[src/design/slsc_regs.svh]
// Timing, field layout and limit constants of the scan list sequencer
`ifndef SLSC_REGS_SVH
`define SLSC_REGS_SVH
`define SLSC_CLK_HZ 200000000
`define SLSC_MAX_ENTRIES 11
`define SLSC_NUM_ANALOG 8
`define SLSC_NUM_DIG 7
`define SLSC_MAX_DECIM 512
`define SLSC_AGG_RATE_HZ 220000
`define SLSC_ELEM_RATE_HZ 20000
`define SLSC_SLOT_CYCLES ((`SLSC_CLK_HZ + `SLSC_AGG_RATE_HZ - 1) / `SLSC_AGG_RATE_HZ)
`define SLSC_RATE_MIN_HZ 10
`define SLSC_RATE_MAX_HZ 50000
`define SLSC_RATE_RANGES 12
`define SLSC_RANGES 6
`define SLSC_CNT_TERMINAL 16'hFFFF
`define SLSC_ENT_CH_LSB 0
`define SLSC_ENT_RNG_LSB 3
`define SLSC_ENT_KIND_LSB 6
`define SLSC_ENT_W 8
`define SLSC_RES_MIN 12
`define SLSC_RES_MAX 16
`endif

[src/design/slsc_pkg.sv]
// Types shared by the scan list sequencer
package slsc_pkg;
    typedef enum logic [1:0] {
        SLSC_KIND_ANALOG = 2'b00,
        SLSC_KIND_DIGITAL = 2'b01,
        SLSC_KIND_COUNT = 2'b10,
        SLSC_KIND_RATE = 2'b11
    } slsc_kind_e;
    typedef enum logic [1:0] {
        SLSC_ST_IDLE = 2'b00,
        SLSC_ST_CONV = 2'b01,
        SLSC_ST_EMIT = 2'b10
    } slsc_state_e;
endpackage

[src/design/slsc_cic.sv]
// Per-channel CIC decimator bank sharing one set of integrator/comb math
`timescale 1ns/1ps
`default_nettype none
module slsc_cic #(
    parameter int CH = 8,
    parameter int IN_W = 16,
    parameter int ACC_W = 25
) (
    input wire logic clk,
    input wire logic reset_n,
    input wire logic clear,
    input wire logic [2:0] ch,
    input wire logic sample_valid,
    input wire logic [IN_W-1:0] sample,
    input wire logic [9:0] decim,
    output logic out_valid,
    output logic [ACC_W-1:0] out_sum
);
    logic [ACC_W-1:0] acc_reg [CH];
    logic [9:0] cnt_reg [CH];
    logic [ACC_W-1:0] ext;

    initial begin
        if (ACC_W < IN_W + 9) $error("slsc_cic: ACC_W too small");
    end

    assign ext = {{(ACC_W-IN_W){sample[IN_W-1]}}, sample};

    // Integrate, and dump once decim samples have been summed
    always_ff @(posedge clk or negedge reset_n) begin
        if (!reset_n) begin
            for (int i = 0; i < CH; i++) begin
                acc_reg[i] <= '0;
                cnt_reg[i] <= '0;
            end
            out_valid <= 1'b0;
            out_sum <= '0;
        end else begin
            out_valid <= 1'b0;
            if (clear) begin
                for (int i = 0; i < CH; i++) begin
                    acc_reg[i] <= '0;
                    cnt_reg[i] <= '0;
                end
            end else if (sample_valid) begin
                if (cnt_reg[ch] + 10'h001 >= decim) begin
                    // Comb stage: block sum is the dumped integrator
                    out_sum <= acc_reg[ch] + ext;
                    out_valid <= 1'b1;
                    acc_reg[ch] <= '0;
                    cnt_reg[ch] <= '0;
                end else begin
                    acc_reg[ch] <= acc_reg[ch] + ext;
                    cnt_reg[ch] <= cnt_reg[ch] + 10'h001;
                end
            end
        end
    end
endmodule
`default_nettype wire

[src/design/slsc_top.sv]
// Scan list sequencer with per-channel CIC filtering
// Overview of operation
// - Each analog channel has a filter whose corner follows the sample rate.
// - Filter is a real-time CIC summing up to 512 converter samples.
// - Scan list holds at most eleven entries of four kinds.
// - Entries of the four kinds may come in any order; a repeated channel or special entry is refused.
// - Each enabled analog channel takes exactly one list position.
// - Analog entries carry physical channel number and range selection.
// - Digital entry samples all seven ports together as one item.
// - One list position reports the counter result.
// - One list position reports the rate measurement result.
// - Throughput up to 220 kHz aggregate, shared equally by the list entries.
// - Slower sampling yields results with more valid bits.
// - Resolution depends on the decimation ratio alone, not on analog channel count.
// - Extra resolution comes from the decimating filter.
// - Range field selects one of six full-scale ranges.
// - Counter reports 16 bits, saturating at all ones.
// - Rate uses one of twelve full-scale ranges.
// - Count is read live in its own slot; rate reports the last completed gate window.
`timescale 1ns/1ps
`default_nettype none
`include "slsc_regs.svh"
module slsc_top
    import slsc_pkg::*;
#(
    parameter int ADC_W = 16,
    parameter int SLOT_CYCLES = `SLSC_SLOT_CYCLES,
    parameter int ACC_W = 25
) (
    input wire logic clk,
    input wire logic reset_n,
    input wire logic start,
    input wire logic stop,
    input wire logic [3:0] list_len,
    input wire logic [`SLSC_MAX_ENTRIES*`SLSC_ENT_W-1:0] list_entries,
    input wire logic [31:0] slot_interval,
    input wire logic [9:0] decim_ratio,
    input wire logic [3:0] rate_range,
    output logic running,
    output logic config_error,
    output logic adc_start,
    output logic [2:0] adc_channel,
    output logic [2:0] adc_range,
    input wire logic adc_done,
    input wire logic [ADC_W-1:0] adc_data,
    input wire logic [`SLSC_NUM_DIG-1:0] dig_in,
    input wire logic count_pulse,
    input wire logic rate_pulse,
    output logic out_valid,
    input wire logic out_ready,
    output logic [31:0] out_data,
    output logic [1:0] out_kind,
    output logic [3:0] out_index,
    output logic out_last,
    output logic [4:0] out_bits
);
    localparam int NE = `SLSC_MAX_ENTRIES;
    localparam int EW = `SLSC_ENT_W;

    initial begin
        if (SLOT_CYCLES < 1) $error("slsc_top: SLOT_CYCLES must be >= 1");
        if (ADC_W != 16) $error("slsc_top: ADC_W must be 16");
    end

    slsc_state_e state_reg;
    logic [NE*EW-1:0] list_reg;
    logic [3:0] len_reg;
    logic [31:0] interval_reg;
    logic [9:0] decim_reg;
    logic [3:0] rrange_reg;
    logic [3:0] idx_reg;
    logic [31:0] slot_cnt_reg;
    logic [15:0] count_reg;
    logic [31:0] rate_acc_reg;
    logic [31:0] rate_val_reg;
    logic [31:0] gate_cnt_reg;
    logic pend_reg;
    logic slot_tick;
    logic cfg_bad;
    logic [EW-1:0] cur_entry;
    slsc_kind_e cur_kind;
    logic cic_valid;
    logic [ACC_W-1:0] cic_sum;
    logic emit_now;
    logic [31:0] emit_data;

    // Field extraction of one entry, used for decode and checking
    function automatic logic [EW-1:0] entry_at(input logic [NE*EW-1:0] l,
                                                input logic [3:0] i);
        entry_at = l[i*EW +: EW];
    endfunction

    // Resolution grows by half a bit per doubling of the decimation
    function automatic logic [4:0] res_bits(input logic [9:0] d);
        logic [4:0] b;
        b = 5'(`SLSC_RES_MIN);
        // Steps stop at 256 so every threshold fits the 10-bit ratio
        for (int k = 1; k < 5; k++) begin
            if (d >= 10'(1 << (2 * k)) && b < 5'(`SLSC_RES_MAX)) b = b + 5'h01;
        end
        res_bits = b;
    endfunction

    // Rate gate time per range: 2^k * 1 ms, range 0 finest
    function automatic logic [31:0] gate_cycles(input logic [3:0] r);
        gate_cycles = 32'(`SLSC_CLK_HZ / 1000) << r;
    endfunction

    // Reject lists with duplicate special entries, bad ranges or length
    always_comb begin
        logic [3:0] nd;
        logic [3:0] nc;
        logic [3:0] nr;
        logic [7:0] chseen;
        logic bad;
        logic [EW-1:0] e;
        nd = '0;
        nc = '0;
        nr = '0;
        chseen = '0;
        e = '0;
        bad = (list_len == 4'h0) || (list_len > 4'(NE)) ||
              (decim_ratio == 10'h000) || (decim_ratio > 10'(`SLSC_MAX_DECIM))
              || (rate_range >= 4'(`SLSC_RATE_RANGES));
        for (int i = 0; i < NE; i++) begin
            e = entry_at(list_entries, 4'(i));
            if (4'(i) < list_len) begin
                case (slsc_kind_e'(e[`SLSC_ENT_KIND_LSB +: 2]))
                    SLSC_KIND_ANALOG: begin
                        if (chseen[e[2:0]]) bad = 1'b1;
                        chseen[e[2:0]] = 1'b1;
                        if (e[`SLSC_ENT_RNG_LSB +: 3] >= 3'(`SLSC_RANGES))
                            bad = 1'b1;
                    end
                    SLSC_KIND_DIGITAL: nd = nd + 4'h1;
                    SLSC_KIND_COUNT: nc = nc + 4'h1;
                    default: nr = nr + 4'h1;
                endcase
            end
        end
        if (nd > 4'h1 || nc > 4'h1 || nr > 4'h1) bad = 1'b1;
        cfg_bad = bad;
    end

    assign cur_entry = entry_at(list_reg, idx_reg);
    assign cur_kind = slsc_kind_e'(cur_entry[`SLSC_ENT_KIND_LSB +: 2]);
    assign slot_tick = (slot_cnt_reg == 32'h0000_0000);

    // Config is captured at start only; inputs ignored while running
    always_ff @(posedge clk or negedge reset_n) begin
        if (!reset_n) begin
            list_reg <= '0;
            len_reg <= 4'h0;
            interval_reg <= 32'h0000_0001;
            decim_reg <= 10'h001;
            rrange_reg <= 4'h0;
            config_error <= 1'b0;
        end else if (state_reg == SLSC_ST_IDLE && start) begin
            config_error <= cfg_bad;
            list_reg <= list_entries;
            len_reg <= list_len;
            decim_reg <= decim_ratio;
            rrange_reg <= rate_range;
            // Never let a slot be shorter than the aggregate limit
            interval_reg <= (slot_interval < 32'(SLOT_CYCLES)) ?
                            32'(SLOT_CYCLES) : slot_interval;
        end
    end

    // Sequencer state: idle, wait for conversion, emit item
    always_ff @(posedge clk or negedge reset_n) begin
        if (!reset_n) begin
            state_reg <= SLSC_ST_IDLE;
            idx_reg <= 4'h0;
            slot_cnt_reg <= 32'h0000_0000;
            adc_start <= 1'b0;
            adc_channel <= 3'h0;
            adc_range <= 3'h0;
            pend_reg <= 1'b0;
        end else begin
            adc_start <= 1'b0;
            case (state_reg)
                SLSC_ST_IDLE: begin
                    idx_reg <= 4'h0;
                    slot_cnt_reg <= 32'h0000_0000;
                    pend_reg <= 1'b0;
                    if (start && !cfg_bad) state_reg <= SLSC_ST_CONV;
                end
                SLSC_ST_CONV: begin
                    if (stop) begin
                        state_reg <= SLSC_ST_IDLE;
                    end else if (slot_tick) begin
                        // One entry per slot, no idle slot between scans
                        slot_cnt_reg <= interval_reg - 32'h0000_0001;
                        if (cur_kind == SLSC_KIND_ANALOG) begin
                            adc_start <= 1'b1;
                            adc_channel <= cur_entry[`SLSC_ENT_CH_LSB +: 3];
                            adc_range <= cur_entry[`SLSC_ENT_RNG_LSB +: 3];
                            pend_reg <= 1'b1;
                        end else begin
                            state_reg <= SLSC_ST_EMIT;
                        end
                    end else begin
                        slot_cnt_reg <= slot_cnt_reg - 32'h0000_0001;
                        if (adc_done) pend_reg <= 1'b0;
                        if (pend_reg && adc_done) state_reg <= SLSC_ST_EMIT;
                    end
                end
                SLSC_ST_EMIT: begin
                    if (slot_cnt_reg != 32'h0000_0000)
                        slot_cnt_reg <= slot_cnt_reg - 32'h0000_0001;
                    // Analog leaves after one cycle; others once loaded
                    if (emit_now || cur_kind == SLSC_KIND_ANALOG) begin
                        idx_reg <= (idx_reg + 4'h1 >= len_reg) ? 4'h0 :
                                   idx_reg + 4'h1;
                        state_reg <= stop ? SLSC_ST_IDLE : SLSC_ST_CONV;
                    end
                end
                default: state_reg <= SLSC_ST_IDLE;
            endcase
        end
    end

    // Per-channel CIC; corner follows decimation, so it tracks the rate
    slsc_cic #(
        .CH(`SLSC_NUM_ANALOG),
        .IN_W(ADC_W),
        .ACC_W(ACC_W)
    ) u_cic (
        .clk(clk),
        .reset_n(reset_n),
        .clear(state_reg == SLSC_ST_IDLE),
        .ch(adc_channel),
        .sample_valid(pend_reg && adc_done && state_reg == SLSC_ST_CONV),
        .sample(adc_data),
        .decim(decim_reg),
        .out_valid(cic_valid),
        .out_sum(cic_sum)
    );

    // Non-analog item loads only into a free output register, so the
    // handshake of an earlier stalled item is never taken for this one
    assign emit_now = (state_reg == SLSC_ST_EMIT) &&
                      (cur_kind != SLSC_KIND_ANALOG) &&
                      (!out_valid || out_ready);

    // Counter input saturates at terminal count
    always_ff @(posedge clk or negedge reset_n) begin
        if (!reset_n) begin
            count_reg <= 16'h0000;
        end else if (state_reg == SLSC_ST_IDLE && start) begin
            count_reg <= 16'h0000;
        end else if (count_pulse && count_reg != `SLSC_CNT_TERMINAL) begin
            count_reg <= count_reg + 16'h0001;
        end
    end

    // Rate: count pulses over a range-dependent gate time
    always_ff @(posedge clk or negedge reset_n) begin
        if (!reset_n) begin
            rate_acc_reg <= 32'h0000_0000;
            rate_val_reg <= 32'h0000_0000;
            gate_cnt_reg <= 32'h0000_0000;
        end else if (gate_cnt_reg >= gate_cycles(rrange_reg) - 32'h1) begin
            rate_val_reg <= rate_acc_reg + {31'h0, rate_pulse};
            rate_acc_reg <= 32'h0000_0000;
            gate_cnt_reg <= 32'h0000_0000;
        end else begin
            rate_acc_reg <= rate_acc_reg + {31'h0, rate_pulse};
            gate_cnt_reg <= gate_cnt_reg + 32'h0000_0001;
        end
    end

    // Pick the item word; the CIC sum is sign-extended to 32 bits, unscaled
    always_comb begin
        case (cur_kind)
            SLSC_KIND_DIGITAL: emit_data = {25'h0, dig_in};
            SLSC_KIND_COUNT: emit_data = {16'h0, count_reg};
            SLSC_KIND_RATE: emit_data = rate_val_reg;
            default: emit_data = 32'(signed'(cic_sum));
        endcase
    end

    // Output item register; held until the consumer accepts it.
    // No buffer: a filter result meeting a held item is dropped, so the
    // consumer must take each item within one slot
    always_ff @(posedge clk or negedge reset_n) begin
        if (!reset_n) begin
            out_valid <= 1'b0;
            out_data <= 32'h0000_0000;
            out_kind <= 2'h0;
            out_index <= 4'h0;
            out_last <= 1'b0;
            out_bits <= 5'h00;
        end else if (out_valid && !out_ready) begin
            out_valid <= 1'b1;
        end else if (emit_now || cic_valid) begin
            out_valid <= 1'b1;
            out_data <= emit_data;
            out_kind <= cur_kind;
            out_index <= idx_reg;
            out_last <= (idx_reg + 4'h1 >= len_reg);
            out_bits <= (cur_kind == SLSC_KIND_ANALOG) ?
                        res_bits(decim_reg) : 5'h10;
        end else begin
            out_valid <= 1'b0;
        end
    end

    assign running = (state_reg != SLSC_ST_IDLE);
endmodule
`default_nettype wire

[config.mk]
export PLATFORM = sky130hd
export DESIGN_NAME = slsc_top
export DESIGN_NICKNAME = d
export VERILOG_FILES = /design/src/design/slsc_pkg.sv /design/src/design/slsc_cic.sv /design/src/design/slsc_top.sv
export VERILOG_INCLUDE_DIRS = /design/src /design/src/design
export SDC_FILE = /design/constraint.sdc
export NUM_CORES = 2
export LEC_CHECK = 0
export ABC_CLOCK_PERIOD_IN_PS = 5220
export CAP_MARGIN = 40
export CORE_MARGIN = 2
export CORE_UTILIZATION = 40
export DETAILED_ROUTE_END_ITERATION = 10
export DONT_BUFFER_PORTS = 1
export RECOVER_POWER = 100
export SLEW_MARGIN = 0
export SYNTH_ARGS = -nofsm -noshare
export SYNTH_HDL_FRONTEND = slang
export SYNTH_SLANG_ARGS = --single-unit
[constraint.sdc]
create_clock -name clk -period 5.22 [get_ports clk]
set_clock_uncertainty 0.15 [all_clocks]
set_input_delay 0.522 -clock clk [delete_from_list [all_inputs] [get_ports clk]]
set_output_delay 0.522 -clock clk [all_outputs]
set_load 0.01 [all_outputs]
==> metrics.md <==
| Metric | Value |
|---|---|
| Status | `finished with violations` |
| Failing checks | `hold timing, capacitance limit, slew limit, setup timing` |
| Global-route usage over all layers | `25.49%` |
| Via count | `32110` |
| Rows | `110` |
| Power per standard cell area | `467.7 nW/um^2` |
| Antenna violations before repair | `5` |
| Die W | `305.4 um` |
| Tmin final | `7.718 ns` |
| Worst min-delay path class | `in2async` |
| Clock sinks | `648` |
| Boundary Pins | `223` |
| DRT antenna net count | `0` |
| CTS Buf Count | `72` |
| Hold slack final | `-0.5370 ns` |
| First-iteration detailed-routing DRC count | `3066` |
| Initial Util | `40.36%` |
| Via-to-Cell Ratio | `5.747` |
| Max-cap violations | `2` |
| EDFF count, synth | `0` |
| Hpwl dp | `81970 um` |
| Clk Latency, worst-skew pair | `0.63 ns` |
| Worst-Margin Slew | `3.158 ns` |
| WL final | `120300 um` |
| Worst-case clock buffer depth | `3` |
| Fmax | `129.6 MHz` |
| Synth top area cells | `dfrtp_1, nand2_1, ha_1` |
| RSZ-0062 raised after global routing | `true` |
| First-pass GRT wire length | `187700 um` |
| Yosys warnings | `0` |
| Slowest cell on the critical path | `or4_4` |
| Startpoint Class | `input pin` |
| FILL cells | `8654` |
| H-tree depth | `3` |
| Crit. End Element | `flop` |
| RePlAce Congestion | `0.9822` |
| Die Y | `305.4 um` |
| Synthesis-to-finish area growth | `19.10%` |
| Netlist cell types | `89` |
| Placed instance area | `39280 um^2` |
| Fraction of registers with async set/reset | `100.0%` |
| Clk slew on worst S/H paths | `0.06 ns` |
| Final period utilization | `147.9%` |
| Setup Viol. Count Final | `21` |
| WS Path Type | `in2reg` |
| Cells after Synth | `4102` |
| Hold_buf cts | `136` |
| Mean post-synth cell area | `8.855 um^2` |
| Core Box Area | `90010 um^2` |
| Leading area contributor after synthesis | `dfrtp_1` |
| Final #Nets | `4641` |
| Slew HR | `-110.5%` |
| Initial DRT Pass Iterations | `7` |
| Drt drc | `0` |
| WP data required | `5.57 ns` |
| Pleak | `19.47 nW` |
| Vias in the first global route | `31710` |
| Final core utilization | `48.07%` |
| Crit-path most repeated cell | `buf_4` |
| Ys flop type | `dfrtp_1` |
| WL/cell | `21.54 um` |
| Post-Syn Nets | `4392` |
| Gr ovfl total | `0` |
| Largest net degree at the start of global routing | `649` |
| CTS tree | `built` |
| Final hold violation count | `338` |
| Share of layout cells above drive strength 1 | `12.09%` |
| Fin area | `43260 um^2` |
| Synthesized flop and latch total | `648` |
| Final WS setup | `-2.498 ns` |
| Port-buffer cells | `0` |
| Synth Cell Area | `36320 um^2` |
| Crit-path max FO | `24` |
| Data arrival, critical path | `8.07 ns` |
| Overall power | `20.24 mW` |
| Max reg flops | `200` |
| VDD IR max | `0.0003102 V` |
| Clock tree root buffer cell | `clkbuf_16` |
| Post-synth top area share | `44.50%` |
| Die footprint | `93240 um^2` |
| Register area share after synthesis | `44.65%` |
| Slew Viols, Final | `615` |
| CP max stage delay | `0.51 ns` |
-- critical path: cells and delay by family --
family / cells / cell delay, ns
AOI/OAI and AO/OA: 6 / 0.78
xor gates and xnor gates: 2 / 0.33
adders and majority gates: 7 / 1.95
buffers and inverters: 24 / 2.83
muxes: 1 / 0.21
and+or+nand+nor: 11 / 1.43
-- cells in the mapped netlist (all sizes together) (8+ instances only) --
cell type,count
or4,15
nor2,366
and3,41
nand3b,10
o31ai,9
xnor3,9
a221oi,11
a32oi,9
or3,30
buf,18
nor3b,10
a21o,24
nor2b,30
and2,25
nand2,832
o21ai,267
a31oi,17
mux2i,38
mux2,49
nor4,36
a22oi,123
o21bai,8
xnor2,116
a21oi,210
nand2b,30
dfrtp,646
nand3,100
inv,94
a2111oi,8
o211ai,19
nand4,63
ha,119
nor3,78
a22o,153
xor2,91
clkbuf,209
o22ai,51
a211oi,18
mux4,12
-- final timing paths --
check                      slack (ns)                  startpoint  depth (start not counted)                       endpoint
hold reg to reg                  0.32    list_reg[20]$_DFFE_PN0P_                          2       list_reg[20]$_DFFE_PN0P_
setup reg to reg                -0.08  adc_channel[2]$_DFFE_PN0P_                         20  u_cic.out_sum[12]$_DFFE_PN0P_
hold / removal                  -0.54                     reset_n                          0       list_reg[19]$_DFFE_PN0P_
min in group clk                 0.03                  rate_pulse                          3      rate_acc_reg[0]$_DFF_PN0_
max in group asynchronous        3.00                     reset_n                          0       out_data[24]$_DFFE_PN0P_
setup / recovery                -2.50                 list_len[2]                         51       state_reg[1]$_DFFE_PN0P_
-- cell families (layout without fill, tap and decap cells) --
group	count (synthesis)	count (layout)	synth area share [%]
other cells	0	9	0
buf+inv	321	621	3.362
flops	648	648	44.65
simple gates	1694	1694	20.63
xor+xnor	217	217	5.694
mux	99	99	3.310
fa+ha+maj	121	121	4.209
compound gates	1002	1002	18.15
-- area by class of cell --
cell class	instances	area (um^2)	area share, %
diodes	9	22.52	0.05206
clock buffers	100	2078	4.804
clock inverters	25	290.3	0.6709
inverters	94	352.8	0.8155
multi-input cells	3133	19310	44.64
flip-flops and latches	648	16220	37.49
well taps	1176	1471	3.401
repair buffers	402	3517	8.129
-- cell usage in the layout, fill, tap and decap left out, drive strengths merged, types with 24 or more instances in the layout --
cell / instances
nand2b: 30
nand3: 100
and3: 41
clkbuf: 119
a22o: 153
or3: 30
nor2b: 30
xor2: 91
dfrtp: 646
and2: 25
dlygate4sd3: 136
nand4: 63
a21oi: 210
a21o: 24
xnor2: 116
mux2: 49
ha: 119
inv: 98
mux2i: 38
buf: 246
nor2: 366
a22oi: 123
nand2: 832
o21ai: 267
o22ai: 51
nor4: 36
nor3: 78
-- through the flow --
step	std cells	TNS, ns	setup WS [ns]
finish	5587	-8.518	-2.498
global route	5582	-73.95	-2.906
CTS	5574	-7.010	-2.342
detailed placement	5286	-9.310	-3.114
global placement	5271	-9.037	-3.020
floorplan	4102	-8.626	-2.883
-- timing repair --
| action | 4_1_cts | 5_1_grt |
|---|---|---|
| hold endpoints to repair | 784 | 648 |
| buffers inserted | 27 | 4 |
| endpoints found under the setup margin | 3 | 301 |
| resized for setup | 10 | 26 |
| pin swaps | 4 | 11 |
-- routing by layer --
metal  GRT usage, %  vias to the layer above  routed length [um]  part of all wire (%)
met5              0                        -                  12                 0.010
met4          9.795                        2                4521                   3.8
met3          6.392                      267                9663                   8.0
met2          39.70                     1124               54120                    45
met1          34.16                    15690               52000                    43
li1               -                    15030                   -                     -
-- report_power, final --
group,switching [mW],total [mW],leakage (nW),internal (mW)
clock network,2.14,5.14,1.17,2.99
registers,0.763,6.65,8.58,5.89
logic,5.39,8.45,9.72,3.06
total,8.30,20.2,19.5,11.9
(Power assumes the default switching activity.)
